<file path="src/rtl/dds_freq_regs.vh">
`ifndef DDS_FREQ_REGS_VH
`define DDS_FREQ_REGS_VH

// ------------------------------------------------------------
// register word addresses
// ------------------------------------------------------------
`define ADDR_CTRL         5'h00
`define ADDR_DISPLAY      5'h01
`define ADDR_RX_IF        5'h02
`define ADDR_TX_IF        5'h03
`define ADDR_RX_MARK      5'h04
`define ADDR_TX_MARK      5'h05
`define ADDR_SPACE_SHIFT  5'h06
`define ADDR_BAND_SEL     5'h07
`define ADDR_BAND_CFG     5'h08
`define ADDR_STATUS       5'h09
`define ADDR_RX_OUT       5'h0A
`define ADDR_TX_MARK_OUT  5'h0B
`define ADDR_TX_SPACE_OUT 5'h0C
`define ADDR_DDS_OUT      5'h0D

// ------------------------------------------------------------
// field positions
// ------------------------------------------------------------
`define CTRL_FSK_BIT      0
`define CTRL_INIT_BIT     1
`define CFG_RX_MODE_LSB   0
`define CFG_TX_MODE_LSB   2
`define CFG_RX_SCALE_LSB  8
`define CFG_TX_SCALE_LSB  16
`define STAT_BAND_LSB     0
`define STAT_KEY_BIT      4
`define STAT_TXD_BIT      5
`define STAT_BUSY_BIT     6
`define STAT_TX_BIT       7

// ------------------------------------------------------------
// offset modes
// ------------------------------------------------------------
`define MODE_DIRECT       2'h0
`define MODE_VFO_PLUS_IF  2'h1
`define MODE_VFO_MINUS_IF 2'h2
`define MODE_IF_MINUS_VFO 2'h3

// ------------------------------------------------------------
// bands and factory values
// ------------------------------------------------------------
`define BAND_COUNT        13
`define BAND_LAST         4'hC
`define BAND_SIX_M        4'hA
`define BAND_TWO_M        4'hB
`define OFFSET_MAX        32'h10000000
`define DEF_TX_MARK       32'h0000084D
`define DEF_SPACE_SHIFT   32'h000000AA
`define DEF_SCALE         8'h01
`define DEF_SCALE_SIX_M   8'h02
`define DEF_SCALE_TWO_M   8'h05
`define DEF_ZERO          32'h00000000

`endif

</file>
<file path="src/rtl/freq_divider.v">
`timescale 1ns/1ps

// ------------------------------------------------------------
// restoring divider, one quotient bit per clock
// ------------------------------------------------------------
module freq_divider #(
    parameter DW = 32,
    parameter SW = 8,
    parameter CW = 6
) (
    // clock and reset
    input  wire          mclk,
    input  wire          reset_n,
    // request
    input  wire          start,
    input  wire [DW-1:0] dividend,
    input  wire [SW-1:0] divisor,
    // answer
    output reg           busy,
    output reg           done,
    output reg  [DW-1:0] quotient
);

    reg  [SW-1:0] rem;
    reg  [DW-1:0] quo;
    reg  [SW-1:0] div_q;
    reg  [CW-1:0] count;
    wire [SW:0]   rem_sh;
    wire          fits;
    wire [SW:0]   rem_sub;

    // shifted partial remainder and trial subtraction
    assign rem_sh  = {rem, quo[DW-1]};
    assign fits    = (rem_sh >= {1'b0, div_q});
    assign rem_sub = rem_sh - {1'b0, div_q};

    // iteration; zero divisor treated as one
    always @(posedge mclk or negedge reset_n) begin
        if (!reset_n) begin
            rem      <= {SW{1'b0}};
            quo      <= {DW{1'b0}};
            div_q    <= {SW{1'b0}};
            count    <= {CW{1'b0}};
            busy     <= 1'b0;
            done     <= 1'b0;
            quotient <= {DW{1'b0}};
        end else begin
            done <= 1'b0;
            if (start && !busy) begin
                rem   <= {SW{1'b0}};
                quo   <= dividend;
                div_q <= (divisor == {SW{1'b0}}) ?
                         {{(SW-1){1'b0}}, 1'b1} : divisor;
                count <= DW[CW-1:0] - {{(CW-1){1'b0}}, 1'b1};
                busy  <= 1'b1;
            end else if (busy) begin
                if (fits) begin
                    rem <= rem_sub[SW-1:0];
                    quo <= {quo[DW-2:0], 1'b1};
                end else begin
                    rem <= rem_sh[SW-1:0];
                    quo <= {quo[DW-2:0], 1'b0};
                end
                if (count == {CW{1'b0}}) begin
                    busy     <= 1'b0;
                    done     <= 1'b1;
                    quotient <= {quo[DW-2:0], fits}; // truncated result
                end else begin
                    count <= count - {{(CW-1){1'b0}}, 1'b1};
                end
            end
        end
    end

endmodule

</file>
<file path="src/rtl/dds_frequency_calc.v">
`timescale 1ns/1ps
`include "dds_freq_regs.vh"

// Behaviour
// RL1: receive mid value: display+IF, display-IF, IF-display or display.
// RL2: normal mode divides receive intermediate by band receive scale.
// RL3: transmit mid value: display+IF, display-IF, IF-display or display.
// RL4: normal mode divides transmit intermediate by band transmit scale.
// RL5: each of thirteen bands holds its own modes and scales.
// RL6: frequency-shift mode subtracts receive mark offset before dividing.
// RL7: transmit mark output is intermediate minus mark offset, then divided.
// RL8: transmit space output also subtracts the space shift, then divided.
// RL9: mark is default; space chosen when serial transmit data is high.
// RL10: factory defaults load transmit mark offset with 2125 Hz.
// RL11: factory defaults load space shift offset with 170 Hz.
// RL12: receive mark offset accepted up to the IF offset maximum.
// RL13: transmit mark and space shift accepted up to that maximum.
// RL14: factory defaults give six-metre transmit scale of two.
// RL15: factory defaults give two-metre transmit scale of five.
// RL16: key low delivers transmit result; key high delivers receive result.
// RL17: IF offsets saturate at the maximum instead of exceeding it.
// RL18: unsigned hertz, truncated division, recompute on every input change.
module dds_frequency_calc #(
    parameter FW = 32,
    parameter SW = 8
) (
    // clock and reset
    input  wire          mclk,
    input  wire          reset_n,
    // register port
    input  wire [4:0]    addr,
    input  wire [31:0]   wdata,
    input  wire          wr,
    input  wire          rd,
    output reg  [31:0]   rdata,
    // pins from the radio
    input  wire [3:0]    band,
    input  wire          key_n,
    input  wire          serial_txd,
    // synthesizer frequency
    output reg  [FW-1:0] dds_freq,
    output wire          calc_busy
);

    // ------------------------------------------------------------
    // state and storage
    // ------------------------------------------------------------
    localparam ST_IDLE = 2'h0;
    localparam ST_RUN  = 2'h1;
    localparam ST_LOAD = 2'h2;

    reg  [1:0]    state;
    reg           fsk_mode;
    reg  [FW-1:0] display;
    reg  [FW-1:0] rx_if;
    reg  [FW-1:0] tx_if;
    reg  [FW-1:0] rx_mark_off;
    reg  [FW-1:0] tx_mark_off;
    reg  [FW-1:0] space_shift_offset;
    reg  [3:0]    band_sel;
    reg  [1:0]    rx_mode  [0:`BAND_COUNT-1];
    reg  [1:0]    tx_mode  [0:`BAND_COUNT-1];
    reg  [SW-1:0] rx_scale [0:`BAND_COUNT-1];
    reg  [SW-1:0] tx_scale [0:`BAND_COUNT-1];
    reg  [FW-1:0] rx_freq;
    reg  [FW-1:0] tx_mark_freq;
    reg  [FW-1:0] tx_space_freq;
    reg           dirty;
    reg  [3:0]    band_s1;
    reg  [3:0]    band_s2;
    reg           key_s1;
    reg           key_s2;
    reg           txd_s1;
    reg           txd_s2;
    reg  [3:0]    band_last;
    wire [3:0]    band_idx;
    wire [3:0]    sel_idx;
    wire          band_moved;
    wire          init_req;
    wire          calc_start;
    wire [FW-1:0] rx_mid;
    wire [FW-1:0] tx_mid;
    wire [FW-1:0] rx_div_in;
    wire [FW-1:0] mark_div_in;
    wire [FW-1:0] space_div_in;
    wire [FW-1:0] rx_q;
    wire [FW-1:0] mark_q;
    wire [FW-1:0] space_q;
    wire          rx_done;
    wire          mark_done;
    wire          space_done;
    wire [FW-1:0] next_dds_freq;
    integer       i;

    // ------------------------------------------------------------
    // helpers
    // ------------------------------------------------------------
    // clamp an offset to the largest accepted value
    function [FW-1:0] sat_off;
        input [31:0] v;
        begin
            if (v > `OFFSET_MAX)
                sat_off = `OFFSET_MAX; // [RL17] [RL12] [RL13]
            else
                sat_off = v[FW-1:0];
        end
    endfunction
    // difference floored at zero
    function [FW-1:0] sub_floor;
        input [FW-1:0] a;
        input [FW-1:0] b;
        begin
            sub_floor = (a > b) ? (a - b) : {FW{1'b0}};
        end
    endfunction
    // offset mode applied to display and IF
    function [FW-1:0] apply_mode;
        input [1:0]    mode;
        input [FW-1:0] disp;
        input [FW-1:0] ifv;
        reg   [FW:0]   sum;
        begin
            sum = {1'b0, disp} + {1'b0, ifv};
            case (mode)
                `MODE_VFO_PLUS_IF:
                    apply_mode = sum[FW] ? {FW{1'b1}} : sum[FW-1:0];
                `MODE_VFO_MINUS_IF: apply_mode = sub_floor(disp, ifv);
                `MODE_IF_MINUS_VFO: apply_mode = sub_floor(ifv, disp);
                default:            apply_mode = disp;
            endcase
        end
    endfunction

    // ------------------------------------------------------------
    // pin synchronisers
    // ------------------------------------------------------------
    // two flops on each pin before use
    always @(posedge mclk or negedge reset_n) begin
        if (!reset_n) begin
            band_s1 <= 4'h0;
            band_s2 <= 4'h0;
            key_s1  <= 1'b1;
            key_s2  <= 1'b1;
            txd_s1  <= 1'b0;
            txd_s2  <= 1'b0;
        end else begin
            band_s1 <= band;
            band_s2 <= band_s1;
            key_s1  <= key_n;
            key_s2  <= key_s1;
            txd_s1  <= serial_txd;
            txd_s2  <= txd_s1;
        end
    end

    // out-of-range band codes use the last table entry
    assign band_idx = (band_s2 > `BAND_LAST) ? `BAND_LAST : band_s2; // [RL5]
    assign sel_idx  = (band_sel > `BAND_LAST) ? `BAND_LAST : band_sel;
    assign band_moved = (band_idx != band_last);
    assign init_req   = wr && (addr == `ADDR_CTRL) && wdata[`CTRL_INIT_BIT];

    // ------------------------------------------------------------
    // register writes and factory defaults
    // ------------------------------------------------------------
    // reset and the init bit both load factory values
    always @(posedge mclk or negedge reset_n) begin
        if (!reset_n) begin
            fsk_mode           <= 1'b0;
            display            <= `DEF_ZERO;
            rx_if              <= `DEF_ZERO;
            tx_if              <= `DEF_ZERO;
            rx_mark_off        <= `DEF_ZERO;
            tx_mark_off        <= `DEF_TX_MARK;     // [RL10]
            space_shift_offset <= `DEF_SPACE_SHIFT; // [RL11]
            band_sel           <= 4'h0;
            for (i = 0; i < `BAND_COUNT; i = i + 1) begin
                rx_mode[i]  <= `MODE_DIRECT;
                tx_mode[i]  <= `MODE_DIRECT;
                rx_scale[i] <= `DEF_SCALE;
                tx_scale[i] <= `DEF_SCALE;
            end
            tx_scale[`BAND_SIX_M] <= `DEF_SCALE_SIX_M; // [RL14]
            tx_scale[`BAND_TWO_M] <= `DEF_SCALE_TWO_M; // [RL15]
        end else if (init_req) begin
            fsk_mode           <= wdata[`CTRL_FSK_BIT];
            rx_if              <= `DEF_ZERO;
            tx_if              <= `DEF_ZERO;
            rx_mark_off        <= `DEF_ZERO;
            tx_mark_off        <= `DEF_TX_MARK;     // [RL10]
            space_shift_offset <= `DEF_SPACE_SHIFT; // [RL11]
            for (i = 0; i < `BAND_COUNT; i = i + 1) begin
                rx_mode[i]  <= `MODE_DIRECT;
                tx_mode[i]  <= `MODE_DIRECT;
                rx_scale[i] <= `DEF_SCALE;
                tx_scale[i] <= `DEF_SCALE;
            end
            tx_scale[`BAND_SIX_M] <= `DEF_SCALE_SIX_M; // [RL14]
            tx_scale[`BAND_TWO_M] <= `DEF_SCALE_TWO_M; // [RL15]
        end else if (wr) begin
            case (addr)
                `ADDR_CTRL:         fsk_mode <= wdata[`CTRL_FSK_BIT];
                `ADDR_DISPLAY:      display <= wdata[FW-1:0];
                `ADDR_RX_IF:        rx_if <= sat_off(wdata);       // [RL17]
                `ADDR_TX_IF:        tx_if <= sat_off(wdata);       // [RL17]
                `ADDR_RX_MARK:      rx_mark_off <= sat_off(wdata); // [RL12]
                `ADDR_TX_MARK:      tx_mark_off <= sat_off(wdata); // [RL13]
                `ADDR_SPACE_SHIFT:  space_shift_offset <= sat_off(wdata);
                `ADDR_BAND_SEL:     band_sel <= wdata[3:0];
                `ADDR_BAND_CFG: begin
                    rx_mode[sel_idx]  <= wdata[`CFG_RX_MODE_LSB +: 2];
                    tx_mode[sel_idx]  <= wdata[`CFG_TX_MODE_LSB +: 2];
                    rx_scale[sel_idx] <= wdata[`CFG_RX_SCALE_LSB +: SW];
                    tx_scale[sel_idx] <= wdata[`CFG_TX_SCALE_LSB +: SW];
                end
                default: ;
            endcase
        end
    end

    // ------------------------------------------------------------
    // dividends
    // ------------------------------------------------------------
    assign rx_mid = apply_mode(rx_mode[band_idx], display, rx_if); // [RL1]
    assign tx_mid = apply_mode(tx_mode[band_idx], display, tx_if); // [RL3]
    // mark and space offsets only apply in shift keying mode
    assign rx_div_in    = fsk_mode ? sub_floor(rx_mid, rx_mark_off)
                                   : rx_mid;                 // [RL6] [RL2]
    assign mark_div_in  = fsk_mode ? sub_floor(tx_mid, tx_mark_off)
                                   : tx_mid;                 // [RL7] [RL4]
    assign space_div_in = fsk_mode ? sub_floor(mark_div_in,
                                               space_shift_offset)
                                   : tx_mid;                 // [RL8]

    // ------------------------------------------------------------
    // recompute sequencer
    // ------------------------------------------------------------
    assign calc_start = (state == ST_IDLE) && dirty;
    assign calc_busy  = (state != ST_IDLE);
    // a change arriving as a run starts keeps the flag set
    always @(posedge mclk or negedge reset_n) begin
        if (!reset_n) begin
            dirty     <= 1'b1;
            band_last <= 4'h0;
            state     <= ST_IDLE;
        end else begin
            band_last <= band_idx;
            if (wr || band_moved)
                dirty <= 1'b1;                               // [RL18]
            else if (calc_start)
                dirty <= 1'b0;
            case (state)
                ST_IDLE: if (dirty) state <= ST_RUN;
                ST_RUN:  if (rx_done) state <= ST_LOAD;
                ST_LOAD: state <= ST_IDLE;
                default: state <= ST_IDLE;
            endcase
        end
    end

    // three dividers run in lockstep
    freq_divider #(.DW(FW), .SW(SW), .CW(6)) u_div_rx (
        .mclk(mclk), .reset_n(reset_n), .start(calc_start), .busy(),
        .dividend(rx_div_in), .divisor(rx_scale[band_idx]),    // [RL2]
        .done(rx_done), .quotient(rx_q));
    freq_divider #(.DW(FW), .SW(SW), .CW(6)) u_div_mark (
        .mclk(mclk), .reset_n(reset_n), .start(calc_start), .busy(),
        .dividend(mark_div_in), .divisor(tx_scale[band_idx]),  // [RL4]
        .done(mark_done), .quotient(mark_q));
    freq_divider #(.DW(FW), .SW(SW), .CW(6)) u_div_space (
        .mclk(mclk), .reset_n(reset_n), .start(calc_start), .busy(),
        .dividend(space_div_in), .divisor(tx_scale[band_idx]), // [RL8]
        .done(space_done), .quotient(space_q));

    // ------------------------------------------------------------
    // results and output selection
    // ------------------------------------------------------------
    // key low transmits; txd high picks space in shift mode
    assign next_dds_freq = key_s2 ? rx_freq :                // [RL16]
                           (fsk_mode && txd_s2) ? tx_space_freq
                                                : tx_mark_freq; // [RL9]
    // receive, mark and space results latched together once all three dividers finish
    always @(posedge mclk or negedge reset_n) begin
        if (!reset_n) begin
            rx_freq       <= {FW{1'b0}};
            tx_mark_freq  <= {FW{1'b0}};
            tx_space_freq <= {FW{1'b0}};
            dds_freq      <= {FW{1'b0}};
        end else begin
            if (rx_done && mark_done && space_done) begin
                rx_freq       <= rx_q;
                tx_mark_freq  <= mark_q;
                tx_space_freq <= space_q;
            end
            dds_freq <= next_dds_freq;
        end
    end

    // ------------------------------------------------------------
    // register reads
    // ------------------------------------------------------------
    // read data valid in the cycle after the strobe
    always @(posedge mclk or negedge reset_n) begin
        if (!reset_n) begin
            rdata <= 32'h00000000;
        end else if (rd) begin
            rdata <= 32'h00000000;
            case (addr)
                `ADDR_CTRL:         rdata[`CTRL_FSK_BIT] <= fsk_mode;
                `ADDR_DISPLAY:      rdata[FW-1:0] <= display;
                `ADDR_RX_IF:        rdata[FW-1:0] <= rx_if;
                `ADDR_TX_IF:        rdata[FW-1:0] <= tx_if;
                `ADDR_RX_MARK:      rdata[FW-1:0] <= rx_mark_off;
                `ADDR_TX_MARK:      rdata[FW-1:0] <= tx_mark_off;
                `ADDR_SPACE_SHIFT:  rdata[FW-1:0] <= space_shift_offset;
                `ADDR_BAND_SEL:     rdata[3:0] <= band_sel;
                `ADDR_BAND_CFG: begin
                    rdata[`CFG_RX_MODE_LSB +: 2]   <= rx_mode[sel_idx];
                    rdata[`CFG_TX_MODE_LSB +: 2]   <= tx_mode[sel_idx];
                    rdata[`CFG_RX_SCALE_LSB +: SW] <= rx_scale[sel_idx];
                    rdata[`CFG_TX_SCALE_LSB +: SW] <= tx_scale[sel_idx];
                end
                `ADDR_STATUS: begin
                    rdata[`STAT_BAND_LSB +: 4] <= band_idx;
                    rdata[`STAT_KEY_BIT]       <= key_s2;
                    rdata[`STAT_TXD_BIT]       <= txd_s2;
                    rdata[`STAT_BUSY_BIT]      <= calc_busy;
                    rdata[`STAT_TX_BIT]        <= ~key_s2;
                end
                `ADDR_RX_OUT:       rdata[FW-1:0] <= rx_freq;
                `ADDR_TX_MARK_OUT:  rdata[FW-1:0] <= tx_mark_freq;
                `ADDR_TX_SPACE_OUT: rdata[FW-1:0] <= tx_space_freq;
                `ADDR_DDS_OUT:      rdata[FW-1:0] <= dds_freq;
                default: ;
            endcase
        end
    end

endmodule

</file>
<file path="config.mk">
export PLATFORM = sky130hd
export DESIGN_NAME = dds_frequency_calc
export DESIGN_NICKNAME = d
export VERILOG_FILES = /design/src/rtl/freq_divider.v /design/src/rtl/dds_frequency_calc.v
export VERILOG_INCLUDE_DIRS = /design/src /design/src/rtl
export SDC_FILE = /design/constraint.sdc
export NUM_CORES = 2
export LEC_CHECK = 0
export BUFFER_PORTS_ARGS = -buffer_cell sky130_fd_sc_hd__buf_4
export CAP_MARGIN = 20
export CORE_MARGIN = 1.5
export CORE_UTILIZATION = 40
export DETAILED_ROUTE_END_ITERATION = 16
export PLACE_DENSITY_LB_ADDON = 0.25
export REMOVE_ABC_BUFFERS = 1
export SLEW_MARGIN = 15
export SYNTH_ARGS = -nofsm -noshare
export SYNTH_HDL_FRONTEND = slang
export SYNTH_HIERARCHICAL = 1
export SYNTH_SLANG_ARGS = --single-unit
</file>
<file path="constraint.sdc">
create_clock -name mclk -period 14 [get_ports mclk]
set_clock_uncertainty 0.1 [all_clocks]
set_input_delay 2.8 -clock mclk [delete_from_list [all_inputs] [get_ports mclk]]
set_output_delay 2.8 -clock mclk [all_outputs]
set_load 0.02 [all_outputs]
</file>
==> flow_summary.ini <==
[final_layout]
final_nets = 7595
nFillCells = 15200
final_cell_area_um2 = 67900
syn2layout_area_growth_pct = 10.0
drive_gt1_share_pct = 11.0
finalNonFillerCells = 9347
fin_util_pct = 44.5
reg_top3 = rx_scale: 104 flops, tx_scale: 104 flops

[global_routing]
grt_pass1_wl_um = 387000
grt_max_degree = 149
grt_overflow = 0
antenna_found_initial = 15
grt_pass1_vias = 55900
grt.total_usage_pct = 33.1

[synthesis]
synth_edf_count = 0
syn_area_per_cell_um2 = 8.35
netlist_area_um2 = 61700
ys_seq_area_share_pct = 36.6
yosysWarnings = 6
synthArstFlopShare_pct = 100
synth_ff_type = dfrtp_1
ys_types = 101
synth_seq_cells = 900
syn_inst = 7392

[timing]
tns_ns = 0
finalMaxSlewViolations = 0
relSlewSlack_pct = 20.7
rsz0062_at_grt = no
fmax_mhz = 79.3
setup_viol_count_final = 0
worst_pin_slew_ns = 1.19
timing.hold.ws_ns = 0.251
fin_crit_ns = 12.60
period_share_pct = 90.0
hold_violations = 0

[pwr]
ir_drop_v = 0.000127
leakagePower_nw = 29.0
p_per_area_nw_per_um2 = 167

[placed_design]
placed_area_um2 = 64200
place_hpwl_um = 193000
placedCellCount = 9143
io_buffers = 111
place.gp.congestion = 1.03

[die]
start_util_pct = 40.4
die_area_um2 = 157000
num_rows = 143
die_w_um = 396
die_h_um = 396
io_pins = 112
core_um2 = 153000

[clock_tree]
cts_num_sinks = 900
cts_hold_buf = 0
cts_tree = yes
cts.clk_slew.worst_paths_ns = 0.07
post_cts_buffers = 0
post_cts_resized = 0
cts_root_buffer = clkbuf_16
cts_buffers = 104
htree_levels = 3
insertion_delay_ns = 0.80
clockBufferDepth = 3

[critical_path]
start_kind = flop
cp_slowest_cell = a221oi_1
crit_path_max_incr_delay_ns = 0.64
reg2regPathDepth = 37
arrival_ns = 13.11
timing.rr.start = display[2]$_DFFE_PN0P_
critPathLaunch = display[2]$_DFFE_PN0P_
r2r_end = u_div_space/quo[17]$_DFFE_PN0P_
endpoint_kind = flop
crit_type = reg2reg
worstPathRequired_ns = 14.50
path_max_fanout = 15
r2r_slack_ns = 1.40

[routing]
drt_pass1_iterations = 8
drt-total-wl_um = 264000
vias = 57600
final_antenna_net_count = 0
wl_per_cell_um = 28.3
viasPerCell = 6.16
first_iter_violations = 6005
drcViolationCount = 0

[job]
drv_cap = 0

[worst_hold_path]
hold_class = reg2reg
hp-start = band_s1[0]$_DFF_PN0_
hold_end = band_s2[0]$_DFF_PN0_
whs_path_depth = 0

[status]
status = finished clean
[cell type report]
cell class                 instances  area (um2)  area share, %
tap                             2030        2540           3.74
timing repair buffer             233        1810           2.67
clock buffer                     151        3010           4.43
inverter                         373        1400           2.06
antenna                            8        20.0         0.0295
multi-input combinational       5609       35900           52.9
clock inverter                    43         587          0.865
sequential                       900       22600           33.3
[how the worst max path moves through the flow]
stage               cells after the start                         endpoint  slack, ns
floorplan                              32  u_div_space/quo[27]$_DFFE_PN0P_       2.64
global placement                       37  u_div_space/quo[17]$_DFFE_PN0P_       1.82
detailed placement                     37  u_div_space/quo[17]$_DFFE_PN0P_       1.66
CTS                                    37  u_div_space/quo[17]$_DFFE_PN0P_       1.60
global route                           37  u_div_space/quo[17]$_DFFE_PN0P_       0.84
finish                                 37  u_div_space/quo[17]$_DFFE_PN0P_       1.40
[synthesized netlist by cell type, types with 39 or more instances]
cell type	number	area [um2]
nor2_1	590	2210
xnor2_1	112	981
nand3_1	120	601
clkbuf_1	407	1530
o22ai_1	124	776
buf_1	58	218
a31oi_1	61	382
a21oi_1	799	4000
a21o_1	123	923
o21bai_1	53	398
dfstp_2	39	1020
xor2_1	64	561
mux2_2	206	2320
mux4_2	44	991
a22oi_1	77	578
nor3_1	86	430
nand4_1	54	338
ha_1	315	3940
buf_2	39	195
a221oi_1	95	832
nand2_1	1211	4550
dfrtp_1	861	21500
nand2b_1	54	338
nor2b_1	56	350
a22o_1	67	587
o21ai_0	476	2380
inv_1	366	1370
mux2i_1	227	2270
[critical path, delay by kind of cell (launching register included)]
family | cells | cell delay, ns
fa+ha+maj | 4 | 1.68
mux | 1 | 0.12
buf+inv | 4 | 0.76
compound gates | 25 | 8.25
flops | 1 | 0.50
simple gates | 3 | 1.00
[logic make-up (layout without fill, tap and decap cells)]
group | after synthesis | count (layout) | synth area share, %
multiplexers | 477 | 477 | 9.05
AO/OA/AOI/OAI | 2248 | 2248 | 22.9
other | 0 | 8 | 0
XOR/XNOR | 176 | 176 | 2.50
adder cells (fa/ha/maj) | 327 | 327 | 6.78
flip-flops | 900 | 900 | 36.6
AND/OR/NAND/NOR | 2381 | 2381 | 16.7
buffers and inverters | 883 | 800 | 5.51
[power breakdown]
group          switching [mW]  total (mW)  internal (mW)
Combinational            2.85        4.68           1.83
Clock                    1.24        2.89           1.65
Sequential              0.661        3.79           3.13
Total                    4.75        11.4           6.61
[metrics by stage]
| stage | worst slack (ns) | power, mW |
|---|---|---|
| floorplan | 2.64 | 6.72 |
| global placement | 1.82 | 8.33 |
| detailed placement | 1.66 | 8.38 |
| CTS | 1.60 | 11.3 |
| global route | 0.842 | 12.0 |
| finish | 1.40 | 11.4 |
[metal layers]
metal  vias to the layer above  GRT usage (%)  share of wire [%]
li1                      25900              -                  -
met1                     28300           41.9                 40
met2                      2732           51.2                 44
met3                       676           5.86                7.8
met4                         8           22.9                8.0
met5                         -              0              0.021
[layout by cell type (no fill, tap or decap), types with 26 or more instances in the layout]
master and count:
a211oi_1 37, a21o_1 123, a21oi_1 799, a221o_1 26, a221oi_1 95, a22o_1 67, a22oi_1 77, a31oi_1 61
and2_1 28, and3_1 36, buf_4 226, clkbuf_16 104, dfrtp_1 851, dfstp_2 39, ha_1 315, inv_1 365
mux2_2 206, mux2i_1 227, mux4_2 44, nand2_1 1204, nand2b_1 54, nand3_1 118, nand4_1 54, nor2_1 578
nor2b_1 55, nor3_1 78, nor4_1 32, o21a_1 28, o21ai_0 475, o21bai_1 53, o221ai_1 34, o22ai_1 124
o2bb2ai_1 28, o31ai_1 26, xnor2_1 112, xor2_1 64
Note: power is estimated with default switching activity, not from simulation.
